File: config.mk
export PLATFORM = sky130hd
export DESIGN_NAME = ifv_irq_logic
export DESIGN_NICKNAME = d
export VERILOG_FILES = /design/src/ifv_pkg.sv /design/src/ifv_irq_logic.sv
export VERILOG_INCLUDE_DIRS = /design/src
export SDC_FILE = /design/constraint.sdc
export NUM_CORES = 1
export LEC_CHECK = 0
export ABC_CLOCK_PERIOD_IN_PS = 3050
export BUFFER_PORTS_ARGS = -buffer_cell sky130_fd_sc_hd__buf_2
export CORE_MARGIN = 3
export CORE_UTILIZATION = 35
export DETAILED_ROUTE_END_ITERATION = 10
export SLEW_MARGIN = 5
export SYNTH_ARGS = -nofsm -noshare
export SYNTH_HDL_FRONTEND = slang
export SYNTH_SLANG_ARGS = --single-unit
File: constraint.sdc
create_clock -name i_sys_clk -period 3.05 [get_ports i_sys_clk]
set_input_delay 0.305 -clock i_sys_clk [delete_from_list [all_inputs] [get_ports i_sys_clk]]
set_output_delay 0.305 -clock i_sys_clk [all_outputs]
set_load 0.02 [all_outputs]
File: src/ifv_consts.svh
`ifndef IFV_CONSTS_SVH
`define IFV_CONSTS_SVH
// *****************************************
// control register bit positions
// *****************************************
`define IFV_CTL_GLB_EN_BIT 7
`define IFV_CTL_PER_EN_BIT 6
`define IFV_CTL_TMR_EN_BIT 5
`define IFV_CTL_PINE_BIT   4
`define IFV_CTL_PCHE_BIT   3
`define IFV_CTL_TMR_FL_BIT 2
`define IFV_CTL_PINF_BIT   1
`define IFV_CTL_PCHF_BIT   0
`define IFV_OPT_EDGE_BIT   6
// *****************************************
// reset values and vector
// *****************************************
`define IFV_CTL_RESET      8'h00
`define IFV_PERIPH_RESET   8'h00
`define IFV_VECTOR_ADDR    13'h0004
// *****************************************
// timing: instruction cycles from pin event to vector
// *****************************************
`define IFV_LAT_MIN_CYC    3
`define IFV_LAT_MAX_CYC    4
`endif

File: src/ifv_pkg.sv
package ifv_pkg;
   // software write to one 8-bit register: strobe and whole byte
   typedef struct packed {
      logic       wr;
      logic [7:0] data;
   } ifv_wr_t;
   // core sequencer events
   typedef struct packed {
      logic vector_taken;
      logic return_irq;
      logic sleep_enter;
   } ifv_core_t;
endpackage

File: src/ifv_irq_logic.sv
`timescale 1ns/1ns
`include "ifv_consts.svh"
module ifv_irq_logic #(
   parameter int PERIPH_W = 8
) (
   input  wire logic                  i_sys_clk,
   input  wire logic                  i_rst,
   input  wire logic                  i_external_irq_pin,
   input  wire logic [3:0]            i_port_b_a_hi,
   input  wire logic                  i_timer0_wrap,
   input  wire logic [PERIPH_W-1:0]   i_periph_evt_a,
   input  wire logic [PERIPH_W-1:0]   i_periph_evt_b,
   input  wire logic                  i_pin_edge_select,
   input  wire ifv_pkg::ifv_wr_t      i_ctl_wr,
   input  wire ifv_pkg::ifv_wr_t      i_flag_a_wr,
   input  wire ifv_pkg::ifv_wr_t      i_flag_b_wr,
   input  wire ifv_pkg::ifv_wr_t      i_en_a_wr,
   input  wire ifv_pkg::ifv_wr_t      i_en_b_wr,
   input  wire ifv_pkg::ifv_core_t    i_core,
   input  wire logic [12:0]           i_return_pc,
   output logic [7:0]                 o_irq_control_reg,
   output logic [PERIPH_W-1:0]        o_periph_flag_reg_a,
   output logic [PERIPH_W-1:0]        o_periph_flag_reg_b,
   output logic [PERIPH_W-1:0]        o_periph_enable_reg_a,
   output logic [PERIPH_W-1:0]        o_periph_enable_reg_b,
   output logic                       o_irq_request,
   output logic                       o_wake,
   output logic                       o_asleep,
   output logic                       o_push,
   output logic [12:0]                o_push_pc,
   output logic                       o_load_pc,
   output logic [12:0]                o_pc_vector
);
   // *****************************************
   // pin synchronisers
   // *****************************************
   logic [2:0] pin_sync_reg;
   logic [2:0] pb_sync_reg [4];
   logic       pin_level_reg;
   logic [3:0] pb_level_reg;
   logic [3:0] pb_level_next;
   // three stages; a change counts once stages two and three agree
   always_ff @(posedge i_sys_clk or posedge i_rst) begin
      if (i_rst) begin
         pin_sync_reg <= 3'h0;
      end else begin
         pin_sync_reg <= {pin_sync_reg[1:0], i_external_irq_pin};
      end
   end
   genvar g;
   generate
      for (g = 0; g < 4; g++) begin : g_pb
         always_ff @(posedge i_sys_clk or posedge i_rst) begin
            if (i_rst) begin
               pb_sync_reg[g] <= 3'h0;
            end else begin
               pb_sync_reg[g] <= {pb_sync_reg[g][1:0], i_port_b_a_hi[g]};
            end
         end
         assign pb_level_next[g] = (pb_sync_reg[g][2] == pb_sync_reg[g][1]) ?
                                   pb_sync_reg[g][2] : pb_level_reg[g];
      end
   endgenerate
   // filtered levels and the edges derived from them
   logic pin_level_next;
   assign pin_level_next = (pin_sync_reg[2] == pin_sync_reg[1]) ?
                           pin_sync_reg[2] : pin_level_reg;
   always_ff @(posedge i_sys_clk or posedge i_rst) begin
      if (i_rst) begin
         pin_level_reg <= 1'b0;
         pb_level_reg  <= 4'h0;
      end else begin
         pin_level_reg <= pin_level_next;
         pb_level_reg  <= pb_level_next;
      end
   end
   logic pin_edge;
   logic pb_change;
   // edge polarity picked by the edge select input
   assign pin_edge  = i_pin_edge_select ? (pin_level_next & ~pin_level_reg)
                                        : (~pin_level_next & pin_level_reg);
   assign pb_change = |(pb_level_next ^ pb_level_reg);
   // *****************************************
   // flag and enable registers
   // *****************************************
   logic [7:0] ctl_reg;
   logic [7:0] ctl_next;
   logic [PERIPH_W-1:0] fa_reg, fb_reg, ea_reg, eb_reg;
   // software write first, hardware sets layered over it so a set wins
   always_comb begin
      ctl_next = i_ctl_wr.wr ? i_ctl_wr.data : ctl_reg;
      if (i_core.vector_taken) begin
         ctl_next[`IFV_CTL_GLB_EN_BIT] = 1'b0;
      end
      if (i_core.return_irq) begin
         ctl_next[`IFV_CTL_GLB_EN_BIT] = 1'b1;
      end
      // sets ignore every enable; no clear on vectoring
      if (pin_edge) begin
         ctl_next[`IFV_CTL_PINF_BIT] = 1'b1;
      end
      if (i_timer0_wrap) begin
         ctl_next[`IFV_CTL_TMR_FL_BIT] = 1'b1;
      end
      if (pb_change) begin
         ctl_next[`IFV_CTL_PCHF_BIT] = 1'b1;
      end
   end
   // reset clears everything including the global enable
   always_ff @(posedge i_sys_clk or posedge i_rst) begin
      if (i_rst) begin
         ctl_reg <= `IFV_CTL_RESET;
      end else begin
         ctl_reg <= ctl_next;
      end
   end
   // peripheral flags: set beats software clear
   always_ff @(posedge i_sys_clk or posedge i_rst) begin
      if (i_rst) begin
         fa_reg <= PERIPH_W'(`IFV_PERIPH_RESET);
         fb_reg <= PERIPH_W'(`IFV_PERIPH_RESET);
      end else begin
         fa_reg <= (i_flag_a_wr.wr ? i_flag_a_wr.data[PERIPH_W-1:0] : fa_reg)
                   | i_periph_evt_a;
         fb_reg <= (i_flag_b_wr.wr ? i_flag_b_wr.data[PERIPH_W-1:0] : fb_reg)
                   | i_periph_evt_b;
      end
   end
   // peripheral enables, software owned
   always_ff @(posedge i_sys_clk or posedge i_rst) begin
      if (i_rst) begin
         ea_reg <= PERIPH_W'(`IFV_PERIPH_RESET);
         eb_reg <= PERIPH_W'(`IFV_PERIPH_RESET);
      end else begin
         if (i_en_a_wr.wr) ea_reg <= i_en_a_wr.data[PERIPH_W-1:0];
         if (i_en_b_wr.wr) eb_reg <= i_en_b_wr.data[PERIPH_W-1:0];
      end
   end
   // *****************************************
   // request, wake and vectoring
   // *****************************************
   logic any_pending;
   logic sleep_reg;
   // core sources plus peripheral pairs under peripheral enable
   assign any_pending =
      (ctl_reg[`IFV_CTL_PINF_BIT] & ctl_reg[`IFV_CTL_PINE_BIT]) |
      (ctl_reg[`IFV_CTL_TMR_FL_BIT] & ctl_reg[`IFV_CTL_TMR_EN_BIT]) |
      (ctl_reg[`IFV_CTL_PCHF_BIT] & ctl_reg[`IFV_CTL_PCHE_BIT]) |
      (ctl_reg[`IFV_CTL_PER_EN_BIT] & |((fa_reg & ea_reg) | (fb_reg & eb_reg)));
   // request is combinational from registers so no instruction length
   // enters the path; latency is pin sync plus one flag edge
   assign o_irq_request = ctl_reg[`IFV_CTL_GLB_EN_BIT] & any_pending & ~sleep_reg;
   // sleep state; wake ignores the global enable
   always_ff @(posedge i_sys_clk or posedge i_rst) begin
      if (i_rst) begin
         sleep_reg <= 1'b0;
      end else if (sleep_reg && any_pending) begin
         sleep_reg <= 1'b0;
      end else if (i_core.sleep_enter && !any_pending) begin
         sleep_reg <= 1'b1; // pending source makes sleep a no-op
      end
   end
   assign o_wake   = sleep_reg & any_pending;
   assign o_asleep = sleep_reg;
   // only the return pc is pushed; context is software's job
   always_ff @(posedge i_sys_clk or posedge i_rst) begin
      if (i_rst) begin
         o_push    <= 1'b0;
         o_load_pc <= 1'b0;
         o_push_pc <= 13'h0000;
      end else begin
         o_push    <= i_core.vector_taken;
         o_load_pc <= i_core.vector_taken;
         if (i_core.vector_taken) o_push_pc <= i_return_pc;
      end
   end
   assign o_pc_vector           = `IFV_VECTOR_ADDR;
   assign o_irq_control_reg     = ctl_reg;
   assign o_periph_flag_reg_a   = fa_reg;
   assign o_periph_flag_reg_b   = fb_reg;
   assign o_periph_enable_reg_a = ea_reg;
   assign o_periph_enable_reg_b = eb_reg;
endmodule

Yosys cells after proc, flatten, opt, wreduce, memory -nomap -nowiden
Index checks and enable logic that the tools add are counted.
{"block": "word_totals", "reg_bits": 75, "input_bits": 86, "output_inout_bits": 71, "word_cells": 71}
{"block": "op_classes", "eq_ne": 5, "mux": 16, "bitwise_logic": 21, "reduce_logical": 10}
{"op": "$mux 8", "count": 3}
{"op": "$or 8x8->8", "count": 3}
{"op": "$and 8x8->8", "count": 2}
{"op": "$mux 1", "count": 13}
{"op": "$and 1x1->1", "count": 9}
{"op": "$reduce_bool 2->1", "count": 4}
{"op": "$reduce_or 8->1", "count": 1}
{"op": "$eq 1x1->1", "count": 5}
{"op": "$reduce_or 4->1", "count": 1}
{"op": "$xor 4x4->4", "count": 1}
{"op": "$not 1->1", "count": 3}
{"op": "$or 1x1->1", "count": 3}
{"op": "$reduce_bool 3->1", "count": 1}
{"op": "$logic_and 1x1->1", "count": 2}
{"op": "$logic_not 1->1", "count": 1}

Longest topological paths before layout
{"block": "depth", "word_depth": 9, "mapped_depth": 4, "depth_no_buf": 4}

Worst setup path after synthesis
Ideal clock, no wire load.
{"block": "synth_timing", "kind": "register to output", "start": "register ea_reg[2], in the netlist o_periph_enable_reg_a[2]", "end": "output port o_irq_request", "arrival_ns": 1.374, "required_ns": 2.745, "setup_slack_ns": 1.371, "path_stages_with_launch": 5, "n_path_buf": 0, "cell_sequence": "dfrtp_1 -> a22o_1 -> a221oi_1 -> and4_1 -> o21ai_0"}
{"block": "synth_between", "elab_chain_len": 7}
{"element": "start, declared", "line": "ifv_irq_logic.sv:88", "source": "logic [PERIPH_W-1:0] fa_reg, fb_reg, ea_reg, eb_reg;"}
{"element": "start signal, assigned", "line": "ifv_irq_logic.sv:132", "source": "ea_reg <= PERIPH_W'(`IFV_PERIPH_RESET);"}
{"element": "start signal, assigned", "line": "ifv_irq_logic.sv:135", "source": "if (i_en_a_wr.wr) ea_reg <= i_en_a_wr.data[PERIPH_W-1:0];"}
{"element": "$and 8x8->8", "line": "ifv_irq_logic.sv:149", "source": "(ctl_reg[`IFV_CTL_PER_EN_BIT] & |((fa_reg & ea_reg) | (fb_reg & eb_reg)));"}
{"element": "$or 8x8->8", "line": "ifv_irq_logic.sv:149"}
{"element": "$reduce_or 8->1", "line": "ifv_irq_logic.sv:149"}
{"element": "$and 1x1->1", "line": "ifv_irq_logic.sv:149"}
{"element": "$or 1x1->1", "line": "ifv_irq_logic.sv:146", "source": "(ctl_reg[`IFV_CTL_PINF_BIT] & ctl_reg[`IFV_CTL_PINE_BIT]) |"}
{"element": "$and 1x1->1 (2 in a row)", "line": "ifv_irq_logic.sv:152", "source": "assign o_irq_request = ctl_reg[`IFV_CTL_GLB_EN_BIT] & any_pending & ~sleep_reg;"}
{"element": "end, declared", "line": "ifv_irq_logic.sv:26", "source": "output logic o_irq_request,"}
No other way between the ends.

Worst setup path in the final report
{"block": "layout_timing", "start": "register eb_reg[0], in the netlist o_periph_enable_reg_b[0]", "end": "output port o_irq_request"}
{"block": "layout_between", "elab_chain_len": 7}
{"element": "start, declared", "line": "ifv_irq_logic.sv:88"}
{"element": "start signal, assigned", "line": "ifv_irq_logic.sv:133", "source": "eb_reg <= PERIPH_W'(`IFV_PERIPH_RESET);"}
{"element": "start signal, assigned", "line": "ifv_irq_logic.sv:136", "source": "if (i_en_b_wr.wr) eb_reg <= i_en_b_wr.data[PERIPH_W-1:0];"}
{"element": "$and 8x8->8", "line": "ifv_irq_logic.sv:149"}
{"element": "$or 8x8->8", "line": "ifv_irq_logic.sv:149"}
{"element": "$reduce_or 8->1", "line": "ifv_irq_logic.sv:149"}
{"element": "$and 1x1->1", "line": "ifv_irq_logic.sv:149"}
{"element": "$or 1x1->1", "line": "ifv_irq_logic.sv:146"}
{"element": "$and 1x1->1 (2 in a row)", "line": "ifv_irq_logic.sv:152"}
No other way between the ends.

==> results.txt <==
total of max-cap violations - 0
ys flop type - dfrtp_1
r2r setup slk - 1.60 ns
initial antenna violation count - 1
Crit Path Max Fanout - 3
Post-CTS Setup Repair Bufs - 0
Crit path depth - 5
DRT Pass-1 Iters - 4
worst setup path class - flip-flop to primary output
Clock Root Buffer - clkbuf_8
largest family of logic cells by synthesized area - multiplexers
area growth from synthesis to layout - 31.4%
Max Root-Sink Buffers - 2
#FFs+latches synth - 75
worst min path class - primary input to flip-flop
Synth Area in XOR/XNOR - 0%
vias in the first global route - 2173
Final Power - 0.00215 W
minimum clock period - 2.19 ns
Synth Area in Simple Gates - 7.50%
post-route ant nets - 0
Max H-tree Level - 3
routability cong. - 0.792
Fin. Hold Viols - 0
largest net degree at the start of global routing - 29
vias per cell - 4.64
RSZ-0062 raised after global routing - false
drt first-iter violations - 38
fin cells - 469
post-synth top area share - 63.2%
share of cells above drive strength 1 - 52.3%
WL final - 6910 µm
dpl cells - 453
crit path launch - o_periph_enable_reg_b[0]$_DFFE_PP0P_
CTS sink cnt - 75
synth warn - 0
mux contribution to synthesized area - 13.1%
via count - 2178
Peak VDD IR - 0.289 mV
detailed placer's ending HPWL - 5400 µm
grt met1 use - 16.3%
CP arrival - 1.88 ns
number of filler instances in the final layout - 720
pwr dens - 551 nW/µm²
CP Cell Sequence - a22o_1 > a221oi_1 > and4_1 > o21ai_0 > buf_2
Worst setup EP type - primary output
FP Rows - 32
number of flip-flops under the largest register name - 13
grt met3 use - 5.29%
Critical-path top delay cell - dfrtp_1
Worst setup endpoint - o_irq_request
global route overflow - 0
Seq/Total Area, Yosys - 63.2%
starting density of the core - 37.3%
first-pass GRT wire length - 10800 µm
crit path buf inv count - 1
Layout Skew - 0.00376 ns
slowest stage delay, CP - 0.39 ns
worst path required time - 2.74 ns
Horiz. Die Dim - 98.1 µm
worst hold slack - 0.0777 ns
most common cell in the netlist - dfrtp_1
share of synthesized registers carrying an async set or reset - 100%
DIE HEIGHT - 98.1 µm
leading post-synthesis cells by instance count - 75 x dfrtp_1, 32 x mux2_2, 20 x nor2b_1
area leader, netlist - dfrtp_1
# port buffers - 143
cells on worst reg2reg path - 4
Post-Synth Adder-Cell Area - 0.674%
number of synthesized flops with an enable pin - 0
fin. max-slew vios - 0
crit-path leading delay family - compound AO/OA/AOI/OAI gates
CP Launch Type - flip-flop
CTS tree - yes
FMAX - 0.457 GHz
Post-Synthesis Cells - 215
final setup violation count - 0
Post-CTS Resized - 0
CTS buffer count - 9
Synth Area in Compound Gates - 10.2%
reg2reg end - o_asleep$_DFFE_PP0P_
Fin Setup TNS - 0 ns
GRT Total Usage - 14.4%
DRC errors left - 0
fin nets - 449
status - complete, no violations
I/O Pins - 157
wire per inst - 14.7 µm
die area - 9630 µm²
Clock Latency Late Sink - 0.33 ns
met2 Usage GRT - 24.3%
synth top area cells - dfrtp_1 63%, mux2_2 12%, a211o_1 4.7%
worst r2r src - o_periph_enable_reg_b[0]$_DFFE_PP0P_
post-layout util - 49.0%
count of different cell masters after synthesis - 31
final worst-path cycle share - 71.7%
syn avg cell area - 13.8 µm²
diode count - 0
Clock transition at path regs - 0.07 ns
Lkg Pwr - 1.90 nW
Post-Syn Area - 2970 µm²
register area - 1880 µm²
total core area - 7970 µm²
footprint of the multi-input gates - 985 µm²
GRT busiest layer - met2
## stage by stage
| step | setup slack [ns] | area, µm² |
|---|---|---|
| finish | 0.862 | 3900 |
| global route | 0.808 | 3900 |
| CTS | 0.872 | 3900 |
| detailed placement | 1.24 | 3730 |
| global placement | 1.27 | 3730 |
| floorplan | 0.835 | 3010 |
## logic make-up (layout without fill, tap and decap cells)
logic type | Yosys count | after routing
flip-flops | 75 | 75
multiplexers | 35 | 35
AND/OR/NAND/NOR | 40 | 40
adder cells (fa/ha/maj) | 2 | 2
other | 2 | 13
AO/OA/AOI/OAI | 38 | 38
buffers and inverters | 23 | 164
## layout make-up
| class | instances | share of cell area (%) |
|---|---|---|
| Tap cell | 102 | 3.27 |
| Clock buffer | 13 | 3.81 |
| Timing Repair Buffer | 146 | 19.0 |
| Multi-Input combinational cell | 128 | 25.2 |
| Sequential cell | 75 | 48.1 |
| Clock inverter | 2 | 0.321 |
| Inverter | 3 | 0.321 |
## power by group
group	internal, W	leakage [nW]	switching, W
registers	0.00108	0.850	0.0000509
logic	0.000169	0.968	0.000222
clock network	0.000313	0.0795	0.000322
total	0.00156	1.90	0.000595
## worst min-delay path by stage
stage	from	endpoint	slack [ns]	cells after the start
after global routing	i_external_irq_pin	pin_sync_reg[0]$_DFF_PP0_	0.05	1
after global placement	i_rst	o_push_pc[6]$_DFFE_PP0P_	0.31	2
after CTS	i_port_b_a_hi[0]	pb_sync_reg[9]$_DFF_PP0_	0.06	1
final	i_external_irq_pin	pin_sync_reg[0]$_DFF_PP0_	0.08	1
after floorplan	pb_sync_reg[9]$_DFF_PP0_	pb_sync_reg[10]$_DFF_PP0_	0.33	0
after detailed placement	i_rst	o_push_pc[6]$_DFFE_PP0P_	0.30	2
## worst register-to-register path, cell delays in order (launching register included)
cell and delay (ns):
dfrtp_1 0.39, a22o_1 0.23, a221oi_1 0.33, and4_1 0.33
o21a_1 0.12
## placed cells by master (no fill, tap or decap), drive strengths merged
cell	Yosys	layout
mux2	32	32
o21ai	4	4
nor2b	20	20
and4	1	1
buf	18	145
o21bai	1	1
clkbuf	2	13
or4	1	1
a221oi	4	4
clkinvlp	0	1
dfrtp	75	75
o21a	1	1
nor2	8	8
and2b	1	1
nor3b	1	1
maj3	2	2
nand2	7	7
and3b	1	1
o41ai	1	1
conb	2	13
a22o	4	4
mux2i	3	3
inv	3	2
dlygate4sd3	0	1
a22oi	1	1
o22ai	1	1
a21oi	3	3
a41o	1	1
a211o	17	17
clkinv	0	2
## what timing repair did
item | CTS | global route
hold endpoints to repair | 21 | 0
hold buffers | 1 | 0
setup endpoints to repair | 0 | 0
## per-layer routing
layer,vias to the layer above,share of wire (%)
li1,1033,-
met1,1035,37
met2,91,51
met3,17,9.3
met4,2,2.2
met5,-,0.26
(Power assumes the default switching activity.)
